<file path="src/core/fsq_pkg.sv">
/*
  Constants for the frame scheduler: register offsets, field positions,
  reset values, states, message kinds and timing figures.
  Assumes a 250 MHz system clock and an 8-bit register port.
*/
`default_nettype none
package fsq_pkg;
  // ---------------------------------------------------------------
  // Register map
  // ---------------------------------------------------------------
  localparam logic [13:0] ACT_TBL_BASE   = 14'h3400;
  localparam logic [13:0] ACT_TBL_LAST   = 14'h341F;
  localparam logic [13:0] MSG_STATUS_OFF = 14'h3FE0;
  localparam logic [13:0] LOOP_CNT_OFF   = 14'h3FE1;
  localparam logic [13:0] INSTR_CNT_OFF  = 14'h3FEB;
  localparam logic [13:0] RES_LO_OFF     = 14'h3FEC;
  localparam logic [13:0] RES_HI_OFF     = 14'h3FED;
  localparam logic [13:0] FT_LO_OFF      = 14'h3FEE;
  localparam logic [13:0] FT_HI_OFF      = 14'h3FEF;
  localparam logic [13:0] START_OFF      = 14'h3FFC;
  localparam logic [13:0] BOARD_STAT_OFF = 14'h3FFD;

  // ---------------------------------------------------------------
  // Fields and reset values
  // ---------------------------------------------------------------
  localparam int START_BIT     = 0;
  localparam int LOOP_BIT      = 1;
  localparam int MSG_DONE_BIT  = 0;
  localparam int HALTED_BIT    = 4;
  localparam int ACT_EN_BIT    = 0;
  localparam logic [7:0] REG_RST     = 8'h00;
  localparam logic [7:0] BOARD_IDLE  = 8'h10;
  localparam logic [4:0] MODE_SHUTDN = 5'h14;
  localparam logic [4:0] MODE_OVRIDE = 5'h15;
  localparam int MODE_DATA_BIT = 4;

  // ---------------------------------------------------------------
  // Timing
  // ---------------------------------------------------------------
  localparam int CLK_PERIOD_NS = 4;
  localparam int RES_UNIT_NS   = 155;
  localparam int DEAD_TIME_NS  = 20000;
  localparam int DEAD_CYCLES   =
    (DEAD_TIME_NS + CLK_PERIOD_NS - 1) / CLK_PERIOD_NS;

  // ---------------------------------------------------------------
  // Types
  // ---------------------------------------------------------------
  typedef enum logic [1:0] {
    ST_IDLE  = 2'b00,
    ST_ISSUE = 2'b01,
    ST_DRAIN = 2'b10,
    ST_GAP   = 2'b11
  } fsq_state_e;

  typedef enum logic [1:0] {
    KIND_TX   = 2'b00,
    KIND_RX   = 2'b01,
    KIND_RTRT = 2'b10,
    KIND_MODE = 2'b11
  } fsq_kind_e;
endpackage : fsq_pkg
`default_nettype wire

</file>
<file path="src/core/fsq_stream_if.sv">
/*
  Valid/ready carrier for message indices between scheduler and buffer.
  Assumes both ends share the system clock.
*/
`default_nettype none
interface fsq_stream_if #(
  parameter int W = 8
);
  logic         valid;
  logic         ready;
  logic [W-1:0] data;
  modport src (output valid, output data, input ready);
  modport snk (input valid, input data, output ready);
endinterface : fsq_stream_if
`default_nettype wire
</file>
<file path="src/core/fsq_buf2.sv">
/*
  Two-entry buffer with valid and ready on both sides.
  Assumes a synchronous active-low reset on the system clock.
*/
`default_nettype none
module fsq_buf2 #(
  parameter int W = 8
) (
  input  wire logic sys_clk,
  input  wire logic rst_n,
  fsq_stream_if.snk in_s,
  fsq_stream_if.src out_s
);
  logic [W-1:0] slot_q [2];
  logic         rd_ptr_q;
  logic         wr_ptr_q;
  logic [1:0]   cnt_q;
  logic         push;
  logic         pop;

  // Ready depends only on the fill count, so a stalled sink stops the source.
  assign in_s.ready  = (cnt_q != 2'h2);
  assign out_s.valid = (cnt_q != 2'h0);
  assign out_s.data  = slot_q[rd_ptr_q];
  assign push = in_s.valid && in_s.ready;
  assign pop  = out_s.valid && out_s.ready;

  always_ff @(posedge sys_clk) begin
    if (push) begin
      slot_q[wr_ptr_q] <= in_s.data;
    end
  end

  always_ff @(posedge sys_clk) begin
    if (!rst_n) begin
      rd_ptr_q <= 1'b0;
      wr_ptr_q <= 1'b0;
      cnt_q    <= 2'h0;
    end else begin
      if (push) wr_ptr_q <= ~wr_ptr_q;
      if (pop)  rd_ptr_q <= ~rd_ptr_q;
      cnt_q <= cnt_q + {1'b0, push} - {1'b0, pop};
    end
  end
endmodule : fsq_buf2
`default_nettype wire

</file>
<file path="src/core/fsq_frame_sched.sv">
/*
  Frame scheduler: register file, active-terminal table, frame timing,
  message issue through a two-entry buffer, storage cursor for words
  returned by real terminals, and mode-code decode.
  Assumes a message engine outside that takes message indices, reports
  words received from the bus and pulses msg_done per message.
*/
// Our own choice: the address-and-strobe port.
`default_nettype none
module fsq_frame_sched #(
  parameter int DEAD_CYC = fsq_pkg::DEAD_CYCLES
) (
  input  wire logic        sys_clk,
  input  wire logic        rst_n,
  input  wire logic [13:0] reg_addr,
  input  wire logic [7:0]  reg_wdata,
  input  wire logic        reg_wr,
  input  wire logic        reg_rd,
  output logic      [7:0]  reg_rdata,
  output logic             msg_valid,
  input  wire logic        msg_ready,
  output logic      [7:0]  msg_index,
  input  wire logic        msg_done,
  input  wire logic [1:0]  msg_kind,
  input  wire logic [15:0] msg_base,
  input  wire logic [15:0] cmd_word,
  input  wire logic        msg_start,
  input  wire logic        rx_valid,
  input  wire logic [15:0] rx_word,
  output logic             rt_sim,
  output logic             mode_is_code,
  output logic             mode_has_data,
  output logic             mode_unsupported,
  output logic             mem_we,
  output logic      [15:0] mem_addr,
  output logic      [15:0] mem_wdata,
  output logic             frame_busy
);
  // ---------------------------------------------------------------
  // Elaboration checks
  // ---------------------------------------------------------------
  if (DEAD_CYC < 1 || DEAD_CYC > 65535) begin : g_bad_dead
    $error("DEAD_CYC must lie in 1..65535");
  end

  // ---------------------------------------------------------------
  // Helpers
  // ---------------------------------------------------------------
  function automatic logic is_mode(input logic [15:0] w);
    return (w[9:5] == 5'h00) || (w[9:5] == 5'h1F);
  endfunction : is_mode

  function automatic logic [15:0] pair16(input logic [7:0] hi,
                                         input logic [7:0] lo);
    return {hi, lo};
  endfunction : pair16

  // ---------------------------------------------------------------
  // Register file
  // ---------------------------------------------------------------
  logic [7:0] act_tbl_q [32];
  logic [7:0] loop_cnt_q;
  logic [7:0] instr_cnt_q;
  logic [7:0] res_lo_q;
  logic [7:0] res_hi_q;
  logic [7:0] ft_lo_q;
  logic [7:0] ft_hi_q;
  logic       start_q;
  logic       loop_q;
  logic       msg_cplt_q;
  logic       halted_q;
  logic       start_pulse;
  logic       stop_pulse;
  logic       set_cplt;
  logic       in_tbl;
  fsq_pkg::fsq_state_e state_q;

  assign in_tbl = reg_addr >= fsq_pkg::ACT_TBL_BASE &&
                  reg_addr <= fsq_pkg::ACT_TBL_LAST;
  assign start_pulse = reg_wr && reg_addr == fsq_pkg::START_OFF &&
                       reg_wdata[fsq_pkg::START_BIT];
  assign stop_pulse  = reg_wr && reg_addr == fsq_pkg::START_OFF &&
                       !reg_wdata[fsq_pkg::START_BIT];

  always_ff @(posedge sys_clk) begin
    if (!rst_n) begin
      for (int i = 0; i < 32; i++) act_tbl_q[i] <= fsq_pkg::REG_RST;
    end else if (reg_wr && in_tbl) begin
      // Only the enable bit is stored; the rest reads as zero.
      act_tbl_q[reg_addr[4:0]] <=
        {7'h00, reg_wdata[fsq_pkg::ACT_EN_BIT]};
    end
  end

  always_ff @(posedge sys_clk) begin
    if (!rst_n) begin
      loop_cnt_q  <= fsq_pkg::REG_RST;
      instr_cnt_q <= fsq_pkg::REG_RST;
      res_lo_q    <= fsq_pkg::REG_RST;
      res_hi_q    <= fsq_pkg::REG_RST;
      ft_lo_q     <= fsq_pkg::REG_RST;
      ft_hi_q     <= fsq_pkg::REG_RST;
    end else if (reg_wr) begin
      unique case (reg_addr)
        fsq_pkg::LOOP_CNT_OFF:  loop_cnt_q  <= reg_wdata;
        fsq_pkg::INSTR_CNT_OFF: instr_cnt_q <= reg_wdata;
        fsq_pkg::RES_LO_OFF:    res_lo_q    <= reg_wdata;
        fsq_pkg::RES_HI_OFF:    res_hi_q    <= reg_wdata;
        fsq_pkg::FT_LO_OFF:     ft_lo_q     <= reg_wdata;
        fsq_pkg::FT_HI_OFF:     ft_hi_q     <= reg_wdata;
        default: ;
      endcase
    end
  end

  always_ff @(posedge sys_clk) begin
    if (!rst_n) begin
      start_q <= 1'b0;
      loop_q  <= 1'b0;
    end else if (start_pulse || stop_pulse) begin
      start_q <= reg_wdata[fsq_pkg::START_BIT];
      loop_q  <= reg_wdata[fsq_pkg::LOOP_BIT];
    end else if (set_cplt) begin
      start_q <= 1'b0;
    end
  end

  // Completion is sticky; a set in the same cycle as the clear wins.
  always_ff @(posedge sys_clk) begin
    if (!rst_n) begin
      msg_cplt_q <= 1'b0;
    end else if (set_cplt) begin
      msg_cplt_q <= 1'b1;
    end else if (reg_wr && reg_addr == fsq_pkg::MSG_STATUS_OFF &&
                 reg_wdata[fsq_pkg::MSG_DONE_BIT]) begin
      msg_cplt_q <= 1'b0;
    end
  end

  always_ff @(posedge sys_clk) begin
    if (!rst_n) begin
      halted_q <= 1'b1;
    end else begin
      halted_q <= (state_q == fsq_pkg::ST_IDLE) && !start_pulse;
    end
  end

  always_ff @(posedge sys_clk) begin
    if (!rst_n) begin
      reg_rdata <= 8'h00;
    end else if (!reg_rd) begin
      reg_rdata <= 8'h00;
    end else if (in_tbl) begin
      reg_rdata <= act_tbl_q[reg_addr[4:0]];
    end else begin
      unique case (reg_addr)
        fsq_pkg::MSG_STATUS_OFF: reg_rdata <= {7'h00, msg_cplt_q};
        fsq_pkg::LOOP_CNT_OFF:   reg_rdata <= loop_cnt_q;
        fsq_pkg::INSTR_CNT_OFF:  reg_rdata <= instr_cnt_q;
        fsq_pkg::RES_LO_OFF:     reg_rdata <= res_lo_q;
        fsq_pkg::RES_HI_OFF:     reg_rdata <= res_hi_q;
        fsq_pkg::FT_LO_OFF:      reg_rdata <= ft_lo_q;
        fsq_pkg::FT_HI_OFF:      reg_rdata <= ft_hi_q;
        fsq_pkg::START_OFF:      reg_rdata <= {6'h00, loop_q, start_q};
        fsq_pkg::BOARD_STAT_OFF: reg_rdata <= {3'h0, halted_q, 4'h0};
        default:                 reg_rdata <= 8'h00;
      endcase
    end
  end

  // ---------------------------------------------------------------
  // Frame timing
  // ---------------------------------------------------------------
  // The 155 ns unit is not a whole number of 4 ns cycles, so a phase
  // accumulator spreads the remainder; jitter is one cycle per unit.
  logic [7:0]  phase_q;
  logic        unit_tick;
  logic [15:0] res_cnt_q;
  logic        res_tick;
  logic [15:0] ft_cnt_q;
  logic [15:0] dead_cnt_q;
  logic        new_frame;
  logic        ft_zero;

  assign unit_tick = (phase_q >= 8'(fsq_pkg::RES_UNIT_NS -
                                    fsq_pkg::CLK_PERIOD_NS));
  assign res_tick  = unit_tick &&
                     (res_cnt_q + 16'h0001 >= pair16(res_hi_q, res_lo_q));
  assign ft_zero   = (ft_cnt_q == 16'h0000);

  always_ff @(posedge sys_clk) begin
    if (!rst_n || new_frame) begin
      phase_q <= 8'h00;
    end else if (unit_tick) begin
      phase_q <= phase_q + 8'(fsq_pkg::CLK_PERIOD_NS) -
                 8'(fsq_pkg::RES_UNIT_NS);
    end else begin
      phase_q <= phase_q + 8'(fsq_pkg::CLK_PERIOD_NS);
    end
  end

  // A resolution of zero behaves as one.
  always_ff @(posedge sys_clk) begin
    if (!rst_n || new_frame || res_tick) begin
      res_cnt_q <= 16'h0000;
    end else if (unit_tick) begin
      res_cnt_q <= res_cnt_q + 16'h0001;
    end
  end

  always_ff @(posedge sys_clk) begin
    if (!rst_n) begin
      ft_cnt_q <= 16'h0000;
    end else if (new_frame) begin
      ft_cnt_q <= pair16(ft_hi_q, ft_lo_q);
    end else if (res_tick && !ft_zero) begin
      ft_cnt_q <= ft_cnt_q - 16'h0001;
    end
  end

  // ---------------------------------------------------------------
  // Frame sequencer
  // ---------------------------------------------------------------
  logic [7:0] issued_q;
  logic [7:0] done_q;
  logic [7:0] pass_q;
  logic       gap_ok;
  logic       last_pass;
  logic       push;
  fsq_stream_if #(.W(8)) q_in ();
  fsq_stream_if #(.W(8)) q_out ();

  assign new_frame = (state_q == fsq_pkg::ST_IDLE && start_pulse) ||
                     (state_q == fsq_pkg::ST_GAP && gap_ok && start_q);
  // Frame time and bus dead time must both have run out.
  assign gap_ok    = ft_zero && dead_cnt_q == 16'h0000;
  // Loop bit with count zero means run until stopped.
  assign last_pass = !loop_q || (loop_cnt_q != 8'h00 &&
                                 pass_q + 8'h01 >= loop_cnt_q);
  assign set_cplt  = state_q == fsq_pkg::ST_DRAIN &&
                     done_q == instr_cnt_q && last_pass;
  assign push      = q_in.valid && q_in.ready;
  assign q_in.valid = (state_q == fsq_pkg::ST_ISSUE) &&
                      (issued_q != instr_cnt_q);
  assign q_in.data  = issued_q;

  always_ff @(posedge sys_clk) begin
    if (!rst_n) begin
      state_q <= fsq_pkg::ST_IDLE;
    end else if (stop_pulse) begin
      state_q <= fsq_pkg::ST_IDLE;
    end else begin
      unique case (state_q)
        fsq_pkg::ST_IDLE:
          if (start_pulse) state_q <= fsq_pkg::ST_ISSUE;
        fsq_pkg::ST_ISSUE:
          if (issued_q == instr_cnt_q) state_q <= fsq_pkg::ST_DRAIN;
        fsq_pkg::ST_DRAIN:
          if (done_q == instr_cnt_q) begin
            // One pass then idle unless looping.
            state_q <= last_pass ? fsq_pkg::ST_IDLE : fsq_pkg::ST_GAP;
          end
        fsq_pkg::ST_GAP:
          if (gap_ok) state_q <= fsq_pkg::ST_ISSUE;
      endcase
    end
  end

  always_ff @(posedge sys_clk) begin
    if (!rst_n || new_frame) begin
      issued_q <= 8'h00;
      done_q   <= 8'h00;
    end else begin
      if (push) issued_q <= issued_q + 8'h01;
      if (msg_done && state_q != fsq_pkg::ST_IDLE) begin
        done_q <= done_q + 8'h01;
      end
    end
  end

  always_ff @(posedge sys_clk) begin
    if (!rst_n || (state_q == fsq_pkg::ST_IDLE && start_pulse)) begin
      pass_q <= 8'h00;
    end else if (state_q == fsq_pkg::ST_DRAIN && done_q == instr_cnt_q) begin
      pass_q <= pass_q + 8'h01;
    end
  end

  always_ff @(posedge sys_clk) begin
    if (!rst_n) begin
      dead_cnt_q <= 16'h0000;
    end else if (state_q == fsq_pkg::ST_DRAIN && done_q == instr_cnt_q) begin
      dead_cnt_q <= 16'(DEAD_CYC);
    end else if (dead_cnt_q != 16'h0000) begin
      dead_cnt_q <= dead_cnt_q - 16'h0001;
    end
  end

  fsq_buf2 #(.W(8)) u_buf (
    .sys_clk (sys_clk),
    .rst_n   (rst_n),
    .in_s    (q_in.snk),
    .out_s   (q_out.src)
  );

  assign msg_valid   = q_out.valid;
  assign msg_index   = q_out.data;
  assign q_out.ready = msg_ready;
  assign frame_busy  = (state_q != fsq_pkg::ST_IDLE);

  // ---------------------------------------------------------------
  // Terminal lookup and mode decode
  // ---------------------------------------------------------------
  logic [4:0] mode_code;
  assign mode_code = cmd_word[4:0];
  assign rt_sim    = act_tbl_q[cmd_word[15:11]][fsq_pkg::ACT_EN_BIT];
  // Word-count field carries the mode code under subaddress 0 or 31.
  assign mode_is_code  = is_mode(cmd_word);
  assign mode_has_data = is_mode(cmd_word) &&
                         mode_code[fsq_pkg::MODE_DATA_BIT];
  assign mode_unsupported = is_mode(cmd_word) &&
                            (mode_code == fsq_pkg::MODE_SHUTDN ||
                             mode_code == fsq_pkg::MODE_OVRIDE);

  // ---------------------------------------------------------------
  // Storage of words from real terminals
  // ---------------------------------------------------------------
  // Words arrive in bus order and are stored in that order after the
  // command words, so the block ends up as the bus saw it. A simulated
  // receiver's status is host-loaded and is not overwritten.
  logic [15:0] cursor_q;
  logic        store_ok;
  assign store_ok = rx_valid && !(msg_kind == fsq_pkg::KIND_RX && rt_sim);

  always_ff @(posedge sys_clk) begin
    if (!rst_n) begin
      cursor_q <= 16'h0000;
    end else if (msg_start) begin
      // Transmit skips control+command; RT-to-RT skips control+two commands.
      cursor_q <= msg_base + ((msg_kind == fsq_pkg::KIND_RTRT) ?
                              16'h0003 : 16'h0002);
    end else if (store_ok) begin
      cursor_q <= cursor_q + 16'h0001;
    end
  end

  always_ff @(posedge sys_clk) begin
    if (!rst_n) begin
      mem_we    <= 1'b0;
      mem_addr  <= 16'h0000;
      mem_wdata <= 16'h0000;
    end else begin
      mem_we    <= store_ok;
      mem_addr  <= cursor_q;
      mem_wdata <= rx_word;
    end
  end
endmodule : fsq_frame_sched
`default_nettype wire

</file>
<file path="config.mk">
export PLATFORM = sky130hd
export DESIGN_NAME = fsq_frame_sched
export DESIGN_NICKNAME = d
export VERILOG_FILES = /design/src/core/fsq_pkg.sv /design/src/core/fsq_stream_if.sv /design/src/core/fsq_buf2.sv /design/src/core/fsq_frame_sched.sv
export SDC_FILE = /design/constraint.sdc
export NUM_CORES = 1
export LEC_CHECK = 0
export BUFFER_PORTS_ARGS = -buffer_cell sky130_fd_sc_hd__buf_2
export CORE_AREA = 5 5 151 153
export DETAILED_ROUTE_END_ITERATION = 10
export DIE_AREA = 0 0 156 158
export GPL_ROUTABILITY_DRIVEN = 0
export PLACE_DENSITY = 0.79
export SLEW_MARGIN = 20
export SYNTH_ARGS = -nofsm -noshare
export SYNTH_HDL_FRONTEND = slang
export SYNTH_HIERARCHICAL = 1
export SYNTH_SLANG_ARGS = --single-unit
export TNS_END_PERCENT = 5
</file>
<file path="constraint.sdc">
create_clock -name sys_clk -period 4.5 [get_ports sys_clk]
set_input_delay 1.125 -clock sys_clk [delete_from_list [all_inputs] [get_ports sys_clk]]
set_output_delay 1.125 -clock sys_clk [all_outputs]
set_load 0.1 [all_outputs]
</file>
==> results of run 1 <==
-- power breakdown --
group,switching [mW],internal [mW],total (mW),leakage (nW)
clock,0.871,1.30,2.17,0.419
sequential,0.0788,2.27,2.35,1.99
combinational,0.590,0.295,0.885,3.30
-- logic make-up (layout without fill, tap and decap cells) --
| kind of cell | after synthesis | in the layout |
|---|---|---|
| buffers and inverters | 124 | 243 |
| adder cells (fa/ha/maj) | 44 | 44 |
| flip-flops | 244 | 244 |
| AO/OA/AOI/OAI | 294 | 294 |
| XOR/XNOR | 109 | 109 |
| AND/OR/NAND/NOR | 574 | 574 |
| multiplexers | 48 | 48 |
| other | 0 | 1 |
-- registers in the layout (all words and copies together), names as in the netlist, 2 cells and up, named ones only --
| name | flops |
|---|---|
| act_tbl_q | 32 |
| cursor_q | 16 |
| dead_cnt_q | 16 |
| ft_cnt_q | 16 |
| mem_addr | 16 |
| mem_wdata | 16 |
| res_cnt_q | 16 |
| u_buf/slot_q | 16 |
| done_q | 8 |
| ft_hi_q | 8 |
| ft_lo_q | 8 |
| instr_cnt_q | 8 |
| issued_q | 8 |
| loop_cnt_q | 8 |
| pass_q | 8 |
| phase_q | 8 |
| reg_rdata | 8 |
| res_hi_q | 8 |
| res_lo_q | 8 |
| state_q | 2 |
| u_buf/cnt_q | 2 |
-- cell type report --
| class | instances | area, µm² | area share (%) |
|---|---|---|---|
| Inverter | 45 | 169 | 1.20 |
| Multi-Input combinational cell | 1069 | 6820 | 48.5 |
| Antenna cell | 1 | 2.50 | 0.0178 |
| Sequential cell | 244 | 5040 | 35.9 |
| Timing Repair Buffer | 153 | 818 | 5.82 |
| Clock buffer | 31 | 678 | 4.82 |
| Clock inverter | 14 | 181 | 1.29 |
| Tap cell | 280 | 350 | 2.49 |
-- metrics by stage --
stage	power (mW)	util, %
final	5.40	65.7
after global routing	5.62	65.7
after CTS	5.44	65.7
after detailed placement	3.28	61.6
after global placement	3.25	61.6
after floorplan	3.09	-
-- synthesized netlist by cell type, types with 6 or more instances --
cell type  count
dfxtp_1      228
nand2_1      176
a21oi_1      120
nand3_1      115
nor2_1       102
xor2_1        71
clkbuf_1      62
inv_1         45
ha_1          44
and2_1        39
xnor2_1       38
o21ai_0       36
mux2i_1       28
and3_1        23
nand4_1       22
a31o_2        21
nor3_1        21
a22oi_1       20
a31oi_1       18
edfxtp_1      16
nor2b_1       12
or3_1         12
mux2_2        10
mux4_2        10
nor4_1        10
buf_2          9
a21o_1         8
and4_1         8
o211ai_1       8
nand2b_1       7
o22ai_1        7
o21ai_1        6
-- metal layers --
| metal | vias up | share of wire [%] | wire [µm] |
|---|---|---|---|
| li1 | 5319 | - | - |
| met2 | 395 | 49 | 15000 |
| met4 | 0 | 3.2 | 964 |
| met1 | 5058 | 41 | 12500 |
| met5 | - | 0 | 0 |
| met3 | 79 | 6.9 | 2110 |
-- critical path: cells and delay by family --
family                 cells  cell delay (ns)
AOI/OAI and AO/OA          2             0.48
buffers and inverters      2             0.81
muxes                      1             0.14
and+or+nand+nor            2             0.29
-- path summary, 6_finish.rpt --
check / to / depth (start not counted)
worst max-delay path: rt_sim / 7
worst min-delay path: res_hi_q[7]$_SDFFE_PN0P_ / 2
worst max register to register: ft_cnt_q[11]$_SDFFE_PN0P_ / 15
worst min register to register: res_hi_q[7]$_SDFFE_PN0P_ / 2
==> impl_metrics.toml, run 1 <==
[min_path]
holdCritStartpoint = "res_hi_q[7]$_SDFFE_PN0P_"
hold_path.class = "reg -> reg"

[global_route]
antenna_found_initial = 1
track_usage_pct = 24.2
grt_pass1_vias = 10300
grt_use_met1_pct = 30.7
grt_use_met2_pct = 41.9
overflow = 0
grt_max_degree = 59
grt_pass1_wl_um = 50000
busiest_layer = "met2"
met3_usage_pct = 3.85

[power_and_ir_drop]
peakVddDrop_mv = 0.207
leakage_nw = 5.72
pwr_density_cell_mw_per_mm2 = 384

[logic_synthesis]
ys_warn_count = 6
synth-seq-cells = 244
synth.area.top_cells = "dfxtp_1 (37%), nand2_1 (5.4%), xor2_1 (5.0%), a21oi_1 (4.9%), nand3_1 (4.7%)"
synthXorXnorAreaFrac_pct = 7.73
yosysTopAreaCellShare_pct = 37.0
synthMuxAreaShare_pct = 5.01
synth_top_cell_by_area = "dfxtp_1"
synthAdderAreaFrac_pct = 4.46
syn-num-nets = 1561
synth_ff_type = "dfxtp_1"
synth_top_family_by_area = "simple AND/OR/NAND/NOR gates"
synth_cell_types = 75
syn-instance-count = 1437
postSynth.asyncResetShare_pct = 0
netlist_area_mm2 = 0.0123
syn_avg_cell_area_um2 = 8.59
synth-edff-count = 16
yosys.area_share.simple_pct = 22.9
synth_compound_area_share_pct = 15.1
ys_seq_area_share_pct = 40.9

[placement]
place_worst_setup_slack_ns = 0.548
dp_hpwl_um = 21200
dp_cells = 1791
placed_cell_area_mm2 = 0.0132
port_buffers = 132

[cells_and_area]
area_growth_pct = 13.9
nets = 1662
drive_above_1_share_pct = 16.5
final_area_mm2 = 0.0141
instances_no_fill = 1837
final_common_cell = "dfxtp_1"
fillers = 1740
mostFrequentLayoutCells = "dfxtp_1 (228), nand2_1 (176), buf_2 (132)"

[sta]
max_freq_ghz = 0.251
fin_crit_sh_pct = 88.5
fin_hold_ws_ns = 0.456
worstMarginPinSlew_ns = 1.10
slew_headroom_pct = 26.5
hold_violations = 0
rsz0062_at_grt = "false"
setup_slack_ns = 0.517
tns_ns = 0
setup_viol = 0
min_period_ns = 3.98
drv_slew = 0
finClkSkew_ns = 0.00933

[clock_network]
cts_buffer_depth = 3
cts_tree = "built"
h-tree-depth = 1
path_clk_slew_ns = 0.06
cts_hold_buf = 0
cts_buffers = 25
clock_latency_ns = 0.53
clockRootBuffer = "clkbuf_16"
clock-sinks = 244
post_cts_resized = 0
cts_setup_buffers = 0

[die]
die_h_um = 158
rows = 54
die_x_um = 156
die_area_mm2 = 0.0246
ios = 135
initial_utilization_pct = 57.6
coreArea_mm2 = 0.0214

[drt]
routedWlPerCell_um = 16.6
ant_nets = 0
routed-via-count = 10900
drt_iter0_markers = 761
drc_errors = 0
viasPerCell = 5.91
wl_um = 30500
drtPass1Iterations = 6

[worst_setup_path]
startpoint_type = "input pin"
r2r_slack_ns = 0.55
worstPathCellList = "buf_2 > mux2i_1 > a22oi_1 > nand3_1 > o21ai_0 > or2_2 > buf_2"
worstSetupPathType = "in -> out"
cp-end-kind = "output pin"
crit_required_ns = 3.38
slowest_delay_ns = 0.43
startpoint = "cmd_word[12]"
crit_slowest_cell = "buf_2"
crit_fanout = 16
arrival_ns = 2.86
critPathMostFrequentCell = "buf_2"
r2r_start = "res_cnt_q[0]$_SDFFE_PP0N_"

[outcome]
status = "finished, final reports clean"

[flow_run]
drv_cap = 0
No activity file was read; power rests on OpenSTA's default activity.
==> run 2, diff against run 1 <==
--- a/config.mk
+++ b/config.mk
@@ -5,12 +5,13 @@
 export SDC_FILE = /design/constraint.sdc
 export NUM_CORES = 1
 export LEC_CHECK = 0
+export ABC_AREA = 1
 export BUFFER_PORTS_ARGS = -buffer_cell sky130_fd_sc_hd__buf_2
-export CORE_AREA = 5 5 151 153
+export CORE_AREA = 5 5 155 157
 export DETAILED_ROUTE_END_ITERATION = 10
-export DIE_AREA = 0 0 156 158
+export DIE_AREA = 0 0 160 162
 export GPL_ROUTABILITY_DRIVEN = 0
-export PLACE_DENSITY = 0.79
+export PLACE_DENSITY = 0.8
 export SLEW_MARGIN = 20
 export SYNTH_ARGS = -nofsm -noshare
 export SYNTH_HDL_FRONTEND = slang
==> impl_metrics.toml, run 2 <==
[outcome]
status = "finished, final reports clean"

[worst_setup_path]
startpoint_type = "input pin"
cp-end-kind = "output pin"
crit_slowest_cell = "or4_1"
critPathMostFrequentCell = "buf_2"
slowest_delay_ns = 0.56
r2r_slack_ns = 1.13
rr_worst_depth = 17
crit_required_ns = 3.38
worstSetupPathType = "in -> out"
arrival_ns = 2.67
r2r_end = "ft_cnt_q[6]$_SDFFE_PN0P_"
worstPathCellList = "buf_2 > or4_1 > o22ai_4 > and2_4 > nand3_1 > clkinvlp_4 > buf_2"
crit_fanout = 2
r2r_start = "res_cnt_q[0]$_SDFFE_PP0N_"

[drt]
routed-via-count = 12800
ant_nets = 0
routedWlPerCell_um = 15.0
viasPerCell = 5.59
drt_iter0_markers = 1274
wl_um = 34300
drc_errors = 0
drtPass1Iterations = 6

[logic_synthesis]
netlist_top_cells_count = "nand2_1 (418), inv_1 (248), dfxtp_1 (228), nor2_1 (207), nand3_1 (146)"
synth_top_cell_by_area = "dfxtp_1"
syn-instance-count = 1881
syn_avg_cell_area_um2 = 7.06
synth-edff-count = 16
synth-seq-cells = 244
netlist_area_mm2 = 0.0133
syn-num-nets = 2005
postSynth.asyncResetShare_pct = 0
synth_ff_type = "dfxtp_1"
synth_cell_types = 54
synth.area.top_cells = "dfxtp_1 (34%), nand2_1 (12%), inv_1 (7.0%), nor2_1 (5.8%), nand3_1 (5.5%)"
yosysTopAreaCellShare_pct = 34.3
ys_seq_area_share_pct = 38.0
ys_warn_count = 6
yosysMostFrequentCell = "nand2_1"

[flow_run]
drv_cap = 0

[placement]
port_buffers = 132
placed_cell_area_mm2 = 0.0141
dp_cells = 2248
place_worst_setup_slack_ns = 0.705
dp_hpwl_um = 24900

[clock_network]
clock-sinks = 244
post_cts_resized = 0
cts_setup_buffers = 0
cts_tree = "built"
h-tree-depth = 1
cts_hold_buf = 0
path_clk_slew_ns = 0.06
clock_latency_ns = 0.53
cts_buffers = 26
clockRootBuffer = "clkbuf_16"
cts_buffer_depth = 3

[cells_and_area]
utilization_pct = 67.4
final_area_mm2 = 0.0151
area_growth_pct = 13.4
final_common_cell = "nand2_1"
instances_no_fill = 2294
drive_above_1_share_pct = 13.0
mostFrequentLayoutCells = "nand2_1 (418), inv_1 (247), dfxtp_1 (228)"
n_antenna_cell = 0
largest_register_ffs = 32
regMostFlops = "act_tbl_q"
nets = 2115

[die]
ios = 135
die_area_mm2 = 0.0259
die_h_um = 162
initial_utilization_pct = 59.4
die_x_um = 160
coreArea_mm2 = 0.0224
rows = 55

[global_route]
antenna_found_initial = 0
grt_max_degree = 75
track_usage_pct = 25.9
overflow = 0
grt_pass1_vias = 12000
grt_pass1_wl_um = 57600

[sta]
finClkSkew_ns = 0.0175
max_freq_ghz = 0.264
tns_ns = 0
setup_slack_ns = 0.706
hold_violations = 0
slew_headroom_pct = 33.4
drv_slew = 0
rsz0062_at_grt = "false"
fin_crit_sh_pct = 84.3
min_period_ns = 3.79
fin_hold_ws_ns = 0.464
worstMarginPinSlew_ns = 0.998
setup_viol = 0

[min_path]
min_to = "dead_cnt_q[1]$_SDFFE_PP0P_"
whs_path_depth = 2
hold_path.class = "reg -> reg"
holdCritStartpoint = "dead_cnt_q[1]$_SDFFE_PP0P_"

[power_and_ir_drop]
peakVddDrop_mv = 0.302
pwr_density_cell_mw_per_mm2 = 383
finalPower_mw = 5.78
leakage_nw = 6.81
==> run 2: cell types whose count changed after synthesis, sizes merged, moves of 21 or more <==
| cell | delta |
|---|---|
| a211oi | +21 |
| inv | +211 |
| nor2 | +125 |
| clkbuf | -40 |
| a31o | -21 |
| o21ai | +54 |
| mux2i | -28 |
| nand2 | +256 |
| and3 | -23 |
| xnor2 | -23 |
| nand3 | +38 |
| and2 | -40 |
==> run 2: logic make-up after synthesis <==
family          after synthesis  synth area share, %
xor+xnor                     66                 4.35
simple gates                917                 31.0
mux                           8                0.678
compound gates              286                 12.1
buf+inv                     316                 9.71
fa+ha+maj                    44                 4.14
flops                       244                 38.0
==> run 2: how the worst max path moves through the flow <==
stage / from / endpoint / cells after the start
floorplan: cmd_word[5] / mode_unsupported / 5
global placement: cmd_word[5] / mode_unsupported / 7
detailed placement: cmd_word[5] / mode_unsupported / 7
CTS: cmd_word[5] / mode_unsupported / 7
global route: cmd_word[11] / rt_sim / 10
finish: cmd_word[5] / mode_unsupported / 7
==> run 2: power by group <==
group | switching [mW] | internal [mW] | total (mW)
logic | 0.665 | 0.272 | 0.937
registers | 0.0774 | 2.28 | 2.35
clock network | 0.888 | 1.60 | 2.49
==> run 2: layer usage <==
metal	GRT usage [%]	routed length, µm	up-vias
met5	0	0	-
met2	43.9	16000	543
met1	34.5	14300	5847
li1	-	-	6334
met3	3.81	2920	91
met4	8.06	1030	0
==> run 2: cell type report <==
class,instances,area (µm²)
fillers,1855,7290
multi-input cells,1321,6970
flip-flops and latches,244,5040
inverters,259,977
clock buffers,32,724
repair buffers,139,716
well taps,285,357
clock inverters,14,282
==> run 2: critical path: cells and delay by family <==
kind / cells / cell delay, ns
AOI/OAI and AO/OA: 1 / 0.12
buffers and inverters: 3 / 0.59
and+or+nand+nor: 3 / 0.82
